<file path="src/mac_rx_path_collision_track_regs.vh">
// Purpose: Constants for the receive path and collision tracking block
// Assumes: 20 MHz system clock, 32-bit register port, byte addresses
// Notes:   Definitions only
`ifndef MAC_RX_PATH_COLLISION_TRACK_REGS_VH
`define MAC_RX_PATH_COLLISION_TRACK_REGS_VH

// ---------------------------------------------------------------
// Register offsets
// ---------------------------------------------------------------
`define R_CTRL      8'h00
`define R_SLOT      8'h04
`define R_STA0      8'h08
`define R_STA1      8'h0c
`define R_STA2      8'h10
`define R_HASH0     8'h14
`define R_HASH1     8'h18
`define R_HASH2     8'h1c
`define R_HASH3     8'h20
`define R_RXSTAT    8'h24
`define R_TXSTAT    8'h28
`define R_CRCCNT    8'h2c
`define R_ALNCNT    8'h30
`define R_MISSCNT   8'h34

// ---------------------------------------------------------------
// Control bits and reset values
// ---------------------------------------------------------------
`define C_NIBBLE    0
`define C_PROMISC   1
`define C_MCAST     2
`define C_BCAST     3
`define C_RUNTS     4
`define C_ERRS      5
`define C_MONITOR   6
`define C_LONG      7
`define CTRL_RST    8'h00
`define SLOT_RST    8'h40

// ---------------------------------------------------------------
// Frame constants
// ---------------------------------------------------------------
`define SFD_BYTE    8'hd5
`define CRC_INIT    32'hffffffff
`define CRC_POLY    32'h04c11db7
`define CRC_RESID   32'hc704dd7b
`define LONG_BYTES  16'd1518
`define ADDR_BYTES  16'd6
`define MAX_COLL    5'd16
`define CNT_MAX     8'hff
`define CNT_WARN    8'hbf
`define FIFO_BURST  4'd6
`define FIFO_DEPTH  4'd8

// ---------------------------------------------------------------
// Timing
// ---------------------------------------------------------------
`define CLK_MHZ     20
`define HB_WIN_NS   3600
`define HB_WIN_CYC  ((`HB_WIN_NS * `CLK_MHZ) / 1000)

`endif

</file>
<file path="src/mac_rx_path_collision_track.v">
// Purpose: Receive path of an Ethernet MAC with collision count and heartbeat check
// Assumes: PHY pins sampled by sys_clk, link clock at most 5 MHz so each level spans two samples
// Notes:   Transmit side events arrive as one-cycle pulses on sys_clk
//
// Decided for this implementation: the address-and-strobe port and the address map.
`timescale 1ns/10ps
`default_nettype none
`include "mac_rx_path_collision_track_regs.vh"

// ---------------------------------------------------------------
// Saturating event counter, cleared by a read
// ---------------------------------------------------------------
module sat_cnt (
	input  wire       sys_clk,
	input  wire       arst_n,
	input  wire       clk_en,
	input  wire       inc,
	input  wire       clr,
	output reg  [7:0] cnt
);
	// Increment in the read cycle survives as a count of one
	always @(posedge sys_clk or negedge arst_n) begin
		if (!arst_n) begin
			cnt <= 8'h00;
		end else if (clk_en) begin
			if (clr)
				cnt <= inc ? 8'h01 : 8'h00;
			else if (inc && cnt != `CNT_MAX)
				cnt <= cnt + 8'h01;
		end
	end
endmodule

// How it works
// - Collision count cleared before first attempt, bumped per collision, abandon at sixteen.
// - Abandoned frame pulses transmit complete and leaves sixteen in transmit status.
// - Serial mode: 3.6 us window after transmit; collision pulse clears heartbeat fail.
// - Serial mode takes one bit per link clock while carrier or collision active.
// - Serial bits shift through eight bits until delimiter, then bytes assemble LSB first.
// - Nibble mode shifts two nibbles from RX_DV rise, delimiter matched LSB first.
// - Nibble mode ends frame at RX_DV fall; data ignored while RX_DV low.
// - CRC runs over every byte after delimiter, including CRC field, until end.
// - Frame CRC good only if final remainder equals C704DD7B.
// - RX_ER during RX_DV forces a CRC error in nibble mode.
// - Six bytes after delimiter compared with programmed station address.
// - Multicast uses six CRC bits indexing a 64-bit filter table when enabled.
// - Broadcast by enable or hash bit; promiscuous takes all; others ignored.
// - Bytes counted from delimiter; runt until count exceeds slot, dropped unless allowed.
// - Eight-dword FIFO after delimiter, reset on mismatch, burst request at six.
// - Local memory full aborts frame, pulses overflow, bumps missed-frame counter.
// - Monitor mode stores nothing, counts each otherwise accepted frame as missed.
// - Bad CRC flags status, counts, aborts unless errored frames allowed.
// - Misaligned end with bad CRC flags alignment error and counts it.
// - Receive error pulse on CRC error unless monitor mode.
// - Long-frame check flags frames above 1518 bytes, skipping CRC and alignment counts.
// - Eight-bit counters saturate at 255, clear on read, pulse on reaching 192.
module mac_rx_path_collision_track (
	input  wire        sys_clk,
	input  wire        arst_n,
	input  wire        clk_en,
	input  wire [7:0]  reg_addr,
	input  wire [31:0] reg_wdata,
	input  wire        reg_wr,
	input  wire        reg_rd,
	output reg  [31:0] reg_rdata,
	input  wire        rx_clk,
	input  wire [3:0]  rxd,
	input  wire        rx_dv,
	input  wire        rx_er,
	input  wire        crs,
	input  wire        col,
	input  wire        tx_first_attempt,
	input  wire        tx_collided,
	input  wire        tx_end,
	input  wire        mem_ack,
	input  wire        mem_full,
	output reg         burst_req,
	output reg         mem_wr,
	output reg  [31:0] mem_wdata,
	output reg         rx_frame_done,
	output reg         rx_frame_good,
	output reg         tx_abort,
	output reg         tx_complete_evt,
	output reg         rx_err_evt,
	output reg         overflow_evt,
	output reg         counter_evt
);
	// ---------------------------------------------------------------
	// Receiver states
	// ---------------------------------------------------------------
	localparam [3:0] S_WAIT = 4'b0001;
	localparam [3:0] S_HUNT = 4'b0010;
	localparam [3:0] S_RECV = 4'b0100;
	localparam [3:0] S_SKIP = 4'b1000;

	// Pin vector: clock, data, valid, error, carrier, collision
	localparam integer P_CLK = 8;
	localparam integer P_DV  = 3;
	localparam integer P_ER  = 2;
	localparam integer P_CRS = 1;
	localparam integer P_COL = 0;

	reg  [7:0]  ctrl;
	reg  [7:0]  slot_time;
	reg  [47:0] sta_addr;
	reg  [63:0] hash_tab;
	reg  [8:0]  s1, s2, s3, pins;
	reg  [3:0]  state;
	reg  [7:0]  shreg;
	reg  [2:0]  pos;
	reg  [15:0] byte_cnt;
	reg  [31:0] crc;
	reg  [47:0] dst;
	reg         addr_ok;
	reg         er_seen;
	reg  [23:0] wbuf;
	reg  [1:0]  wpos;
	reg  [31:0] fifo [0:7];
	reg  [2:0]  wp, rp;
	reg  [3:0]  lvl;
	reg         tail;
	reg  [9:0]  rx_stat;
	reg  [4:0]  coll_cnt;
	reg         coll_abort;
	reg         heartbeat_fail_flag;
	reg         hb_open, hb_seen;
	reg  [7:0]  hb_cnt;
	reg  [31:0] next_crc;
	reg  [31:0] next_rdata;
	reg  [8:0]  next_pins;
	reg  [7:0]  nb;
	integer     i;

	wire        nib_mode = ctrl[`C_NIBBLE];
	wire        monitor  = ctrl[`C_MONITOR];
	wire [7:0]  crc_cnt, aln_cnt, missed_frame_counter;

	// ---------------------------------------------------------------
	// Pin sampling
	// ---------------------------------------------------------------
	// A pin level is taken once the second and third stages agree
	always @* begin
		next_pins = (~(s2 ^ s3) & s3) | ((s2 ^ s3) & pins);
	end

	wire clk_rise = next_pins[P_CLK] & ~pins[P_CLK];
	wire link_on  = nib_mode ? next_pins[P_DV] : (next_pins[P_CRS] | next_pins[P_COL]);
	wire step     = clk_rise & link_on;
	wire [2:0] inc_pos = nib_mode ? 3'd4 : 3'd1;
	wire byte_done = step & (pos == (3'd0 - inc_pos));
	wire [7:0] shift_in = nib_mode ? {next_pins[7:4], shreg[7:4]}
		: {next_pins[4], shreg[7:1]};

	always @(posedge sys_clk or negedge arst_n) begin
		if (!arst_n) begin
			s1   <= 9'h000;
			s2   <= 9'h000;
			s3   <= 9'h000;
			pins <= 9'h000;
		end else if (clk_en) begin
			s1   <= {rx_clk, rxd, rx_dv, rx_er, crs, col};
			s2   <= s1;
			s3   <= s2;
			pins <= next_pins;
		end
	end

	// ---------------------------------------------------------------
	// Byte-wise frame check, LSB of each byte first
	// ---------------------------------------------------------------
	always @* begin
		nb       = shift_in;
		next_crc = crc;
		for (i = 0; i < 8; i = i + 1) begin
			if (next_crc[31] ^ nb[i])
				next_crc = {next_crc[30:0], 1'b0} ^ `CRC_POLY;
			else
				next_crc = {next_crc[30:0], 1'b0};
		end
	end

	// ---------------------------------------------------------------
	// Address decision on the sixth byte
	// ---------------------------------------------------------------
	wire [47:0] dst_full = {nb, dst[47:8]};
	wire [5:0]  hash_idx = next_crc[31:26];
	wire        hash_hit = hash_tab[hash_idx];
	wire        is_mc    = dst_full[0];
	wire        is_bc    = &dst_full;
	wire        addr_hit = ctrl[`C_PROMISC]
		| (~is_mc & (dst_full == sta_addr))
		| (is_mc & ~is_bc & ctrl[`C_MCAST] & hash_hit)
		| (is_bc & (ctrl[`C_BCAST] | hash_hit));
	wire        addr_byte = byte_done & (byte_cnt == `ADDR_BYTES);

	// End of frame evaluation
	wire        frame_end = state[2] & ~link_on;
	wire        crc_bad  = (crc != `CRC_RESID) | er_seen;
	wire        misalign = crc_bad & (pos != 3'd0);
	wire        runt     = byte_cnt <= {8'h00, slot_time};
	wire        too_long = ctrl[`C_LONG] & ((byte_cnt - 16'd1) > `LONG_BYTES);
	wire        accept   = addr_ok & ~(crc_bad & ~ctrl[`C_ERRS])
		& ~(runt & ~ctrl[`C_RUNTS]);
	wire        overflow = state[2] & mem_full & ~monitor;
	wire        store_on = ~monitor;

	// FIFO push and flush requests
	reg         push;
	reg  [31:0] push_data;
	reg         flush;
	always @* begin
		push      = 1'b0;
		push_data = {nb, wbuf};
		flush     = 1'b0;
		if (state[2] && byte_done && store_on && wpos == 2'd3)
			push = 1'b1;
		if (frame_end && !monitor && accept && wpos != 2'd0) begin
			push      = 1'b1;
			push_data = {8'h00, wbuf} >> {2'd3 - wpos, 3'h0}; // Tail shifted down, byte 0 in 7:0
		end
		if (addr_byte && state[2] && !addr_hit)
			flush = 1'b1;
		if (frame_end && !monitor && !accept)
			flush = 1'b1;
	end

	// ---------------------------------------------------------------
	// Receive state machine
	// ---------------------------------------------------------------
	// Discards park in SKIP so stray nibbles cannot start a frame
	always @(posedge sys_clk or negedge arst_n) begin
		if (!arst_n) begin
			state    <= S_WAIT;
			shreg    <= 8'h00;
			pos      <= 3'd0;
			byte_cnt <= 16'd0;
			crc      <= `CRC_INIT;
			dst      <= 48'h0;
			addr_ok  <= 1'b0;
			er_seen  <= 1'b0;
			wbuf     <= 24'h0;
			wpos     <= 2'd0;
		end else if (clk_en) begin
			case (state)
				S_WAIT: begin
					if (!link_on)
						state <= S_HUNT;
				end
				S_HUNT: begin
					if (step) begin
						shreg <= shift_in;
						if (shift_in == `SFD_BYTE) begin
							state    <= S_RECV;
							pos      <= 3'd0;
							byte_cnt <= 16'd1;
							crc      <= `CRC_INIT;
							addr_ok  <= 1'b0;
							er_seen  <= 1'b0;
							wpos     <= 2'd0;
						end
					end
				end
				S_RECV: begin
					if (nib_mode && next_pins[P_DV] && next_pins[P_ER])
						er_seen <= 1'b1;
					if (frame_end) begin
						state <= S_WAIT;
					end else if (overflow) begin
						state <= S_SKIP;
					end else if (step) begin
						shreg <= shift_in;
						pos   <= pos + inc_pos;
						if (byte_done) begin
							crc      <= next_crc;
							byte_cnt <= (byte_cnt == 16'hffff) ? byte_cnt : byte_cnt + 16'd1;
							wpos     <= wpos + 2'd1;
							wbuf     <= {nb, wbuf[23:8]};
							if (byte_cnt <= `ADDR_BYTES)
								dst <= dst_full;
							if (addr_byte) begin
								addr_ok <= addr_hit;
								if (!addr_hit)
									state <= S_SKIP;
							end
						end
					end
				end
				S_SKIP: begin
					if (!link_on)
						state <= S_HUNT;
				end
				default: state <= S_WAIT;
			endcase
		end
	end

	// ---------------------------------------------------------------
	// Receive FIFO toward local memory
	// ---------------------------------------------------------------
	wire do_push = push & (lvl != `FIFO_DEPTH);
	wire do_pop  = mem_ack & (lvl != 4'd0) & ~flush;

	// Tail request drains a short final burst after a good frame
	always @(posedge sys_clk or negedge arst_n) begin
		if (!arst_n) begin
			wp        <= 3'd0;
			rp        <= 3'd0;
			lvl       <= 4'd0;
			tail      <= 1'b0;
			mem_wr    <= 1'b0;
			mem_wdata <= 32'h0;
			burst_req <= 1'b0;
		end else if (clk_en) begin
			mem_wr <= do_pop;
			if (do_pop)
				mem_wdata <= fifo[rp];
			if (flush) begin
				wp   <= 3'd0;
				rp   <= 3'd0;
				lvl  <= 4'd0;
				tail <= 1'b0;
			end else begin
				if (do_push)
					wp <= wp + 3'd1;
				if (do_pop)
					rp <= rp + 3'd1;
				lvl <= lvl + {3'd0, do_push} - {3'd0, do_pop};
				if (frame_end && accept && !monitor)
					tail <= 1'b1;
				else if (lvl == 4'd0)
					tail <= 1'b0;
			end
			burst_req <= (lvl >= `FIFO_BURST) | (tail & lvl != 4'd0);
		end
	end

	always @(posedge sys_clk) begin
		if (clk_en && do_push && !flush)
			fifo[wp] <= push_data;
	end

	// ---------------------------------------------------------------
	// Frame status and event pulses
	// ---------------------------------------------------------------
	always @(posedge sys_clk or negedge arst_n) begin
		if (!arst_n) begin
			rx_stat       <= 10'h000;
			rx_frame_done <= 1'b0;
			rx_frame_good <= 1'b0;
			rx_err_evt    <= 1'b0;
			overflow_evt  <= 1'b0;
		end else if (clk_en) begin
			rx_frame_done <= frame_end & ~monitor;
			rx_err_evt    <= frame_end & crc_bad & ~monitor;
			overflow_evt  <= overflow;
			if (frame_end) begin
				rx_frame_good <= accept & ~monitor;
				rx_stat <= {1'b0, addr_ok & dst[0] & ~&dst, addr_ok & &dst,
					too_long, runt, misalign, crc_bad, accept};
			end else if (overflow) begin
				rx_frame_good <= 1'b0;
				rx_stat <= 10'h200;
			end
		end
	end

	// ---------------------------------------------------------------
	// Event counters
	// ---------------------------------------------------------------
	wire rd_crc  = reg_rd & (reg_addr == `R_CRCCNT);
	wire rd_aln  = reg_rd & (reg_addr == `R_ALNCNT);
	wire rd_miss = reg_rd & (reg_addr == `R_MISSCNT);
	wire inc_crc  = frame_end & crc_bad & ~too_long;
	wire inc_aln  = frame_end & misalign & ~too_long;
	wire inc_miss = overflow | (frame_end & monitor & accept);

	sat_cnt u_crc_cnt (
		.sys_clk (sys_clk),
		.arst_n  (arst_n),
		.clk_en  (clk_en),
		.inc     (inc_crc),
		.clr     (rd_crc),
		.cnt     (crc_cnt)
	);

	sat_cnt u_aln_cnt (
		.sys_clk (sys_clk),
		.arst_n  (arst_n),
		.clk_en  (clk_en),
		.inc     (inc_aln),
		.clr     (rd_aln),
		.cnt     (aln_cnt)
	);

	sat_cnt u_miss_cnt (
		.sys_clk (sys_clk),
		.arst_n  (arst_n),
		.clk_en  (clk_en),
		.inc     (inc_miss),
		.clr     (rd_miss),
		.cnt     (missed_frame_counter)
	);

	// Pulse when any counter steps from 191 to 192
	always @(posedge sys_clk or negedge arst_n) begin
		if (!arst_n)
			counter_evt <= 1'b0;
		else if (clk_en)
			counter_evt <= (inc_crc & ~rd_crc & crc_cnt == `CNT_WARN)
				| (inc_aln & ~rd_aln & aln_cnt == `CNT_WARN)
				| (inc_miss & ~rd_miss & missed_frame_counter == `CNT_WARN);
	end

	// ---------------------------------------------------------------
	// Collision count and heartbeat check
	// ---------------------------------------------------------------
	// Window only opens in serial mode; nibble PHYs give no heartbeat
	always @(posedge sys_clk or negedge arst_n) begin
		if (!arst_n) begin
			coll_cnt            <= 5'd0;
			coll_abort          <= 1'b0;
			tx_abort            <= 1'b0;
			tx_complete_evt     <= 1'b0;
			heartbeat_fail_flag <= 1'b0;
			hb_open             <= 1'b0;
			hb_seen             <= 1'b0;
			hb_cnt              <= 8'd0;
		end else if (clk_en) begin
			tx_abort        <= 1'b0;
			tx_complete_evt <= 1'b0;
			if (tx_first_attempt) begin
				coll_cnt   <= 5'd0;
				coll_abort <= 1'b0;
			end else if (tx_collided && coll_cnt != `MAX_COLL) begin
				coll_cnt <= coll_cnt + 5'd1;
				if (coll_cnt == `MAX_COLL - 5'd1) begin
					coll_abort      <= 1'b1;
					tx_abort        <= 1'b1;
					tx_complete_evt <= 1'b1;
				end
			end
			if (tx_end && !nib_mode) begin
				hb_open <= 1'b1;
				hb_seen <= 1'b0;
				hb_cnt  <= 8'd0;
			end else if (hb_open) begin
				if (next_pins[P_COL])
					hb_seen <= 1'b1;
				hb_cnt <= hb_cnt + 8'd1;
				if (hb_cnt == `HB_WIN_CYC - 1) begin
					hb_open             <= 1'b0;
					heartbeat_fail_flag <= ~(hb_seen | next_pins[P_COL]);
				end
			end
		end
	end

	// ---------------------------------------------------------------
	// Register port
	// ---------------------------------------------------------------
	always @(posedge sys_clk or negedge arst_n) begin
		if (!arst_n) begin
			ctrl      <= `CTRL_RST;
			slot_time <= `SLOT_RST;
			sta_addr  <= 48'h0;
			hash_tab  <= 64'h0;
		end else if (clk_en && reg_wr) begin
			case (reg_addr)
				`R_CTRL:  ctrl            <= reg_wdata[7:0];
				`R_SLOT:  slot_time       <= reg_wdata[7:0];
				`R_STA0:  sta_addr[15:0]  <= reg_wdata[15:0];
				`R_STA1:  sta_addr[31:16] <= reg_wdata[15:0];
				`R_STA2:  sta_addr[47:32] <= reg_wdata[15:0];
				`R_HASH0: hash_tab[15:0]  <= reg_wdata[15:0];
				`R_HASH1: hash_tab[31:16] <= reg_wdata[15:0];
				`R_HASH2: hash_tab[47:32] <= reg_wdata[15:0];
				`R_HASH3: hash_tab[63:48] <= reg_wdata[15:0];
				default: ;
			endcase
		end
	end

	// Read mux; unmapped addresses read as zero
	always @* begin
		case (reg_addr)
			`R_CTRL:    next_rdata = {24'h0, ctrl};
			`R_SLOT:    next_rdata = {24'h0, slot_time};
			`R_STA0:    next_rdata = {16'h0, sta_addr[15:0]};
			`R_STA1:    next_rdata = {16'h0, sta_addr[31:16]};
			`R_STA2:    next_rdata = {16'h0, sta_addr[47:32]};
			`R_HASH0:   next_rdata = {16'h0, hash_tab[15:0]};
			`R_HASH1:   next_rdata = {16'h0, hash_tab[31:16]};
			`R_HASH2:   next_rdata = {16'h0, hash_tab[47:32]};
			`R_HASH3:   next_rdata = {16'h0, hash_tab[63:48]};
			`R_RXSTAT:  next_rdata = {22'h0, rx_stat};
			`R_TXSTAT:  next_rdata = {25'h0, coll_abort, heartbeat_fail_flag, coll_cnt};
			`R_CRCCNT:  next_rdata = {24'h0, crc_cnt};
			`R_ALNCNT:  next_rdata = {24'h0, aln_cnt};
			`R_MISSCNT: next_rdata = {24'h0, missed_frame_counter};
			default:    next_rdata = 32'h0;
		endcase
	end

	always @(posedge sys_clk or negedge arst_n) begin
		if (!arst_n)
			reg_rdata <= 32'h0;
		else if (clk_en)
			reg_rdata <= reg_rd ? next_rdata : 32'h0;
	end
endmodule
`default_nettype wire

</file>
<file path="config.mk">
export PLATFORM = sky130hd
export DESIGN_NAME = mac_rx_path_collision_track
export DESIGN_NICKNAME = d
export VERILOG_FILES = /design/src/mac_rx_path_collision_track.v
export VERILOG_INCLUDE_DIRS = /design/src
export SDC_FILE = /design/constraint.sdc
export NUM_CORES = 1
export LEC_CHECK = 0
export ABC_AREA = 1
export CORE_ASPECT_RATIO = 0.6
export CORE_MARGIN = 3
export CORE_UTILIZATION = 50
export CTS_BUF_LIST = sky130_fd_sc_hd__clkbuf_4
export CTS_CLUSTER_SIZE = 24
export DETAILED_ROUTE_END_ITERATION = 8
export DONT_BUFFER_PORTS = 1
export GPL_ROUTABILITY_DRIVEN = 1
export SLEW_MARGIN = 10
export SYNTH_ARGS = -nofsm -noshare
export SYNTH_HDL_FRONTEND = slang
export SYNTH_SLANG_ARGS = --single-unit
</file>
<file path="constraint.sdc">
create_clock -name sys_clk -period 9.4 [get_ports sys_clk]
set_clock_uncertainty 0.2 [all_clocks]
set_input_delay 0.47 -clock sys_clk [delete_from_list [all_inputs] [get_ports sys_clk]]
set_output_delay 0.47 -clock sys_clk [all_outputs]
set_load 0.02 [all_outputs]
</file>
Yosys cells after proc, flatten, opt, wreduce, memory -nomap -nowiden
Memory sizes are Yosys's and may differ from the RTL's. A register that Yosys moved wholly into a read port is not among the register bits.
Index checks and enable logic that the tools add are counted.
- shift operators: 1
- bitwise logic cells: 93
- equal/unequal tests: 48
- magnitude comparators: 5
- multiplexer cells: 111
- add/subtract/negate cells: 15
- reduce and logical (&&, ||, !) cells: 79
- operators with widths (cell ; count):
    2-to-1 mux 32 bit ; 8
    one-hot mux 16 bit (14 select lines) ; 1
    2-to-1 mux 27 bit ; 8
    2-to-1 mux 16 bit ; 7
    NOT 14 bit ; 8
    2-to-1 mux 8 bit ; 12
    AND reduction 48 bit ; 2
    one-hot mux 32 bit (2 select lines) ; 1
    == test 48 bit ; 1
    == test 8 x 6 -> 1 bit (second input constant) ; 6
    AND 1 bit ; 43
    2-to-1 mux 4 bit ; 10
    AND reduction 2 bit ; 19
    2-to-1 mux 1 bit ; 36
    adder 8 x 1 -> 8 bit (second input constant) ; 4
    == test 8 x 5 -> 1 bit (second input constant) ; 4
    == test 8 bit (second input constant) ; 4
    != test 32 bit (second input constant) ; 1
    one-hot mux 16 bit (2 select lines) ; 1
    right shift 24 x 5 -> 32 bit ; 1
    2-to-1 mux 3 bit ; 10
    != test 8 bit (second input constant) ; 3
    nonzero test 2 bit ; 12
    logical AND 1 bit ; 21
    other kinds (59) ; 129
- register bits: 405
- RAM bits: 256
- word-level logic and storage cells: 399
- memories kept: 1
- memory list (name ; words ; bits a word ; rd ports ; clocked after memory_dff ; write ports ; line ; source):
    fifo ; 8 ; 32 ; 1 ; 1 ; 1 ; mac_rx_path_collision_track.v:118 ; reg [31:0] fifo [0:7];

Depth between registers and ports, before layout
- depth after elaboration: 34
- mapped depth: 31
- mapped depth without buffers: 29

By module
A second synthesis with hierarchy kept.
- cell total of the unflattened synthesis: 3649
- area total of the unflattened synthesis: 32482.4 sq um
- modules (own cells, without submodules) (module ; instances ; seq. area each (sq um) ; area each (sq um) ; cells an instance):
    mac_rx_path_collision_track ; 1 ; 17589.4 ; 30894.6 ; 3409
    sat_cnt ; 3 ; 200.2 ; 529.3 ; 80

Worst setup path before layout
No wires, ideal clock.
- path kind: register -> register
- start: reg crc[30]
- end: mem fifo[1][0], enable pin
- path buffers: 0
- arrival time: 3.890 ns
- cell stages (with the launch flop): 15
- clock period less this slack: 4.511 ns
- required time: 8.779 ns
- slack: 4.889 ns
- library setup time: 0.421 ns
- path through: dfstp_2 -> inv_1 -> nor4_1 -> nand3_1 -> nor3_1 -> nand2_1 -> a21oi_1 -> nand3_1 -> nor2_1 -> inv_1 -> nor2_1 -> o21ai_0 -> nor2_1 -> nand3_1 -> nor2_1
- cells in the longest elaborated chain, start to end: 21
- elaborated cells between the ends (all ways): 39
- classes of those cells: eq/ne (1); mux (13); bitwise (16); reduce/logical (9)
- RTL lines (item ; line ; source):
    start: declaration ; mac_rx_path_collision_track.v:112 ; reg [31:0] crc;
    start signal: assignment ; mac_rx_path_collision_track.v:237 ; crc <= `CRC_INIT;
    start signal: assignment ; mac_rx_path_collision_track.v:256 ; crc <= `CRC_INIT;
    start signal: assignment ; mac_rx_path_collision_track.v:274 ; crc <= next_crc;
    bitwise XOR 1 bit ; mac_rx_path_collision_track.v:175 ; if (next_crc[31] ^ nb[i])
    2-to-1 mux 27 bit ; mac_rx_path_collision_track.v:175 ;
    NOT 14 bit (no source line) ; -- ;
    2-to-1 mux 27 bit (3 in series) ; mac_rx_path_collision_track.v:175 ;
    NOT 14 bit (no source line) ; -- ;
    2-to-1 mux 27 bit ; mac_rx_path_collision_track.v:175 ;
    binary-select mux 1 bit (select 6 bit) ; mac_rx_path_collision_track.v:187 ; wire hash_hit = hash_tab[hash_idx];
    2-to-1 mux 1 bit (implied by the code) ; mac_rx_path_collision_track.v:187 ;
    [... 3 more ...] ; -- ;
    zero test 1 bit ; -- ;
    logical AND 1 bit ; mac_rx_path_collision_track.v:221 ; if (addr_byte && state[2] && !addr_hit)
    2-to-1 mux 1 bit ; mac_rx_path_collision_track.v:221 ;
    2-to-1 mux 1 bit ; mac_rx_path_collision_track.v:223 ; if (frame_end && !monitor && !accept)
    zero test 1 bit ; mac_rx_path_collision_track.v:338 ; if (clk_en && do_push && !flush)
    logical AND 1 bit (*) ; mac_rx_path_collision_track.v:338 ;
    2-to-1 mux 1 bit (*) ; mac_rx_path_collision_track.v:338 ;
    2-to-1 mux 1 bit (implied by the code) (*) ; mac_rx_path_collision_track.v:339 ; fifo[wp] <= push_data;
    end: declaration ; mac_rx_path_collision_track.v:118 ;
Every way passes the cells marked *; elsewhere a longest branch is shown, timed or not. The select of a mux whose other input is x is not followed.

Final worst setup path
- start: reg ctrl[0]
- end: mem fifo[3][25], enable pin
- cells in the longest elaborated chain, start to end: 22
- elaborated cells between the ends (all ways): 67
- classes of those cells: add/sub (1); eq/ne (2); mux (19); bitwise (31); reduce/logical (14)
- RTL lines (item ; line ; source):
    start: declaration ; mac_rx_path_collision_track.v:103 ; reg [7:0] ctrl;
    start signal: assignment ; mac_rx_path_collision_track.v:463 ; ctrl <= `CTRL_RST;
    start signal: assignment ; mac_rx_path_collision_track.v:469 ; `R_CTRL: ctrl <= reg_wdata[7:0];
    2-to-1 mux 8 bit ; mac_rx_path_collision_track.v:151 ; wire [7:0] shift_in = nib_mode ? {next_pins[7:4], shreg[7:4]}
    bitwise XOR 1 bit ; mac_rx_path_collision_track.v:175 ;
    2-to-1 mux 27 bit ; mac_rx_path_collision_track.v:175 ;
    NOT 14 bit (no source line) ; -- ;
    2-to-1 mux 27 bit (3 in series) ; mac_rx_path_collision_track.v:175 ;
    NOT 14 bit (no source line) ; -- ;
    2-to-1 mux 27 bit ; mac_rx_path_collision_track.v:175 ;
    binary-select mux 1 bit (select 6 bit) ; mac_rx_path_collision_track.v:187 ;
    [... 4 more ...] ; -- ;
    zero test 1 bit ; -- ;
    logical AND 1 bit ; mac_rx_path_collision_track.v:221 ;
    2-to-1 mux 1 bit ; mac_rx_path_collision_track.v:221 ;
    2-to-1 mux 1 bit ; mac_rx_path_collision_track.v:223 ;
    zero test 1 bit ; mac_rx_path_collision_track.v:338 ;
    logical AND 1 bit (*) ; mac_rx_path_collision_track.v:338 ;
    2-to-1 mux 1 bit (*) ; mac_rx_path_collision_track.v:338 ;
    2-to-1 mux 1 bit (implied by the code) (*) ; mac_rx_path_collision_track.v:339 ;
Marked as above.

==> impl_metrics.csv <==
group,metric,value,unit
setup_path,r2r_cells,17,
status,violations,"negative hold slack, max-slew violations",
setup_path,crit_path_max_incr_delay,0.95,ns
setup_path,required,9.75,ns
setup_path,setup.worst_path.end_class,"register",
setup_path,crit_cells,17,
clocking,cts.path.max_buffers,3,
status,status,"finished, violations left",
synthesis,synth_top_cell_area_share,30.02,%
run,drv_cap,0,
detailed_routing,wl_per_cell,21.09,um
sta,slew_headroom,-22.03,%
finish,nets,3711,
clocking,cts.sinks,674,
setup_path,cp.arrival,6.83,ns
clocking,cts_resized,0,
setup_path,crit_chain,"inv_2 > o21ai_1 > nand2_1 > nand2_1 > xor2_1 > xor2_1 > nand3_1 > nand3_1 > nand3_1 > nand2_1 > nand2_2 > nand3_4 > nand2_1 > inv_1 > nand3_1 > nor2_4 > buf_4",
place,dpl.hpwl,63760,um
setup_path,start_kind,"register",
power,ir_drop,0.1053,mV
die,die_h,202.0,um
synthesis,ys_top_cells_by_count,"861 x nand2_1, 444 x o21ai_0, 384 x dfrtp_1, 372 x inv_1, 256 x edfxtp_1",
detailed_routing,vias_per_cell,5.733,
detailed_routing,ant_nets,0,
sta,tns,0,ns
clocking,clk_pin_slew,0.07,ns
setup_path,crit_family,"simple AND/OR/NAND/NOR gates",
global_route,grt_use_total,28.89,%
global_route,grt_antenna_before_repair,3,
global_route,grt_pass1_vias,25200,
die,core_area,62980,um2
sta,grt_setup_unrepaired,"no",
synthesis,syn_area,32010,um2
place,placed_area,32700,um2
place,portBuffers,0,
setup_path,crit_fanout,23,
clocking,clock_latency,0.96,ns
clocking,tritoncts,"built",
power,power.leakage,15.40,nW
power,pwr_density_cell,220.2,nW/um2
sta,fmax,0.1543,GHz
clocking,htreeDepth,4,
finish,fin_cells,4592,
finish,syn2layout_area_growth,10.58,%
detailed_routing,vias,26320,
synthesis,synthFlopType,"dfrtp_1",
die,placementRows,71,
die,die_area,67190,um2
synthesis,ys_seq_area_share,56.82,%
synthesis,synthTopCellsByArea,"dfrtp_1 30%, edfxtp_1 24%, nand2_1 10%",
synthesis,synth-edff-count,256,
sta,setup_viol,0,
detailed_routing,wirelength,96860,um
setup_path,critPathKind,"register to register",
sta,fin_crit,6.482,ns
sta,hold_viol,389,
synthesis,yosysTopAreaCell,"dfrtp_1",
finish,fillers,5637,
finish,drive_above_1_share,10.49,%
setup_path,path_buf_inv,3,
clocking,hold_buffers,51,
setup_path,timing.rr.end,"fifo[3][25]",
clocking,cts-root-buf,"clkbuf_4",
die,initial_core_util,50.82,%
sta,worst_slew_pin_slew,1.830,ns
detailed_routing,drt-pass1-iter-count,6,
setup_path,r2r_setup_slack,2.92,ns
clocking,numCtsBuffers,161,
sta,drv_slew,183,
detailed_routing,drcViolationCount,0,
global_route,grt_pass1_wl,149700,um
clocking,post_cts_buffers,0,
finish,fin_area,35400,um2
setup_path,reg2reg_from,"ctrl[0]",
synthesis,postSynthCellCount,3514,
synthesis,syn_avg_cell_area,9.109,um2
place,placed_cells,4245,
synthesis,async_flop_share,62.02,%
synthesis,synthDistinctLibCells,67,
synthesis,synth.yosys.warnings,0,
sta,post-route-period-util,68.96,%
synthesis,post-synth-top-count-cell,"nand2_1",
sta,timing.hold.ws,-0.9404,ns
power,fin_total_pwr,7.794,mW
place,gp_congestion,0.9281,
die,ioPinCount,132,
global_route,grt.overflow.total,0,
synthesis,ys_ff_latch,674,
global_route,grt_max_degree,419,
worst_hold_path,hold_class,"input pin to async pin",
detailed_routing,drt_iter0_drc,3013,
die,die_w,332.7,um
setup_path,cp_slowest_cell,"dfrtp_1",
## cell families (layout without fill, tap and decap cells)
logic type / after synthesis / in the layout / share of synthesized area, %
AO/OA/AOI/OAI: 798 / 798 / 14.29
XOR/XNOR: 102 / 102 / 2.955
adder cells (fa/ha/maj): 32 / 32 / 1.274
buffers and inverters: 540 / 759 / 6.782
flip-flops: 674 / 674 / 56.82
other: 1 / 21 / 0.01171
AND/OR/NAND/NOR: 1367 / 1367 / 17.86
## per-stage QoR
step                      setup slack, ns  utilization (%)  hold WS (ns)
final                               2.918            56.20       -0.9404
after global routing                2.609            56.20        -1.073
after CTS                           3.089            56.18        -1.052
after detailed placement            3.106            51.92     -0.007378
after global placement              3.235            51.92     -0.009943
after floorplan                     4.889                -      -0.02559
## placed cells by master, fill, tap and decap left out, drive strengths merged, types with 3 or more instances in the layout
cell type and count:
clkinv 34, o2111ai 7, o221ai 4, o22ai 84, buf 33, bufinv 4, a21oi 137, nand2 877
clkbuf 252, nor3 46, a22oi 11, nor4 16, o41ai 4, dfstp 34, a32o 32, nand4 38
dfrtp 384, nand3b 6, xnor2 14, nor2 218, and3 3, a2111oi 7, conb 16, o21ai 454
xor2 88, a22o 8, a31oi 5, ha 31, edfxtp 256, diode 5, o211ai 8, nand3 157
inv 385, a221oi 19, dlygate4sd3 50, o31ai 3, a21o 3
## where the power goes
group	switching (mW)	total [mW]	internal, mW	leakage [nW]
clock network	1.21	2.54	1.33	1.30
logic	1.10	1.65	0.550	6.23
registers	0.320	3.60	3.28	7.87
total	2.63	7.79	5.16	15.4
## how the worst max path moves through the flow
stage | from | endpoint | slack, ns
finish | ctrl[0] | fifo[3][25] | 2.92
global route | ctrl[0] | fifo[3][25] | 2.61
CTS | ctrl[0] | fifo[3][22] | 3.09
detailed placement | ctrl[0] | fifo[3][29] | 3.11
global placement | ctrl[0] | fifo[3][26] | 3.24
floorplan | crc[30] | fifo[1][0] | 4.89
## sequential cells by signal, indices dropped and copies added, names as in the netlist, 16 cells and up
| name | cells |
|---|---|
| crc | 32 |
| reg_rdata | 16 |
| fifo | 256 |
| dst | 48 |
| mem_wdata | 32 |
| wbuf | 24 |
| byte_cnt | 16 |
| hash_tab | 64 |
| sta_addr | 48 |
## area by class of cell
cell class                 count  area (um2)  share of cell area [%]
sequential                   674       18190                   51.40
tap                          839        1050                   2.966
clock inverter                39       260.3                  0.7352
timing repair buffer          83       768.2                   2.170
multi-input combinational   2315       11770                   33.26
inverter                     385        1446                   4.086
clock buffer                 252        1892                   5.345
antenna                        5       12.51                 0.03535
## layer usage
layer / track usage (%) / up-vias / routed length, um
li1: - / 12150 / -
met1: 46.25 / 12800 / 46640
met2: 37.42 / 1252 / 37390
met3: 9.517 / 123 / 11600
met4: 5.992 / 0 / 1222
met5: 0 / - / 0
Power figures use the tool's default switching activity.
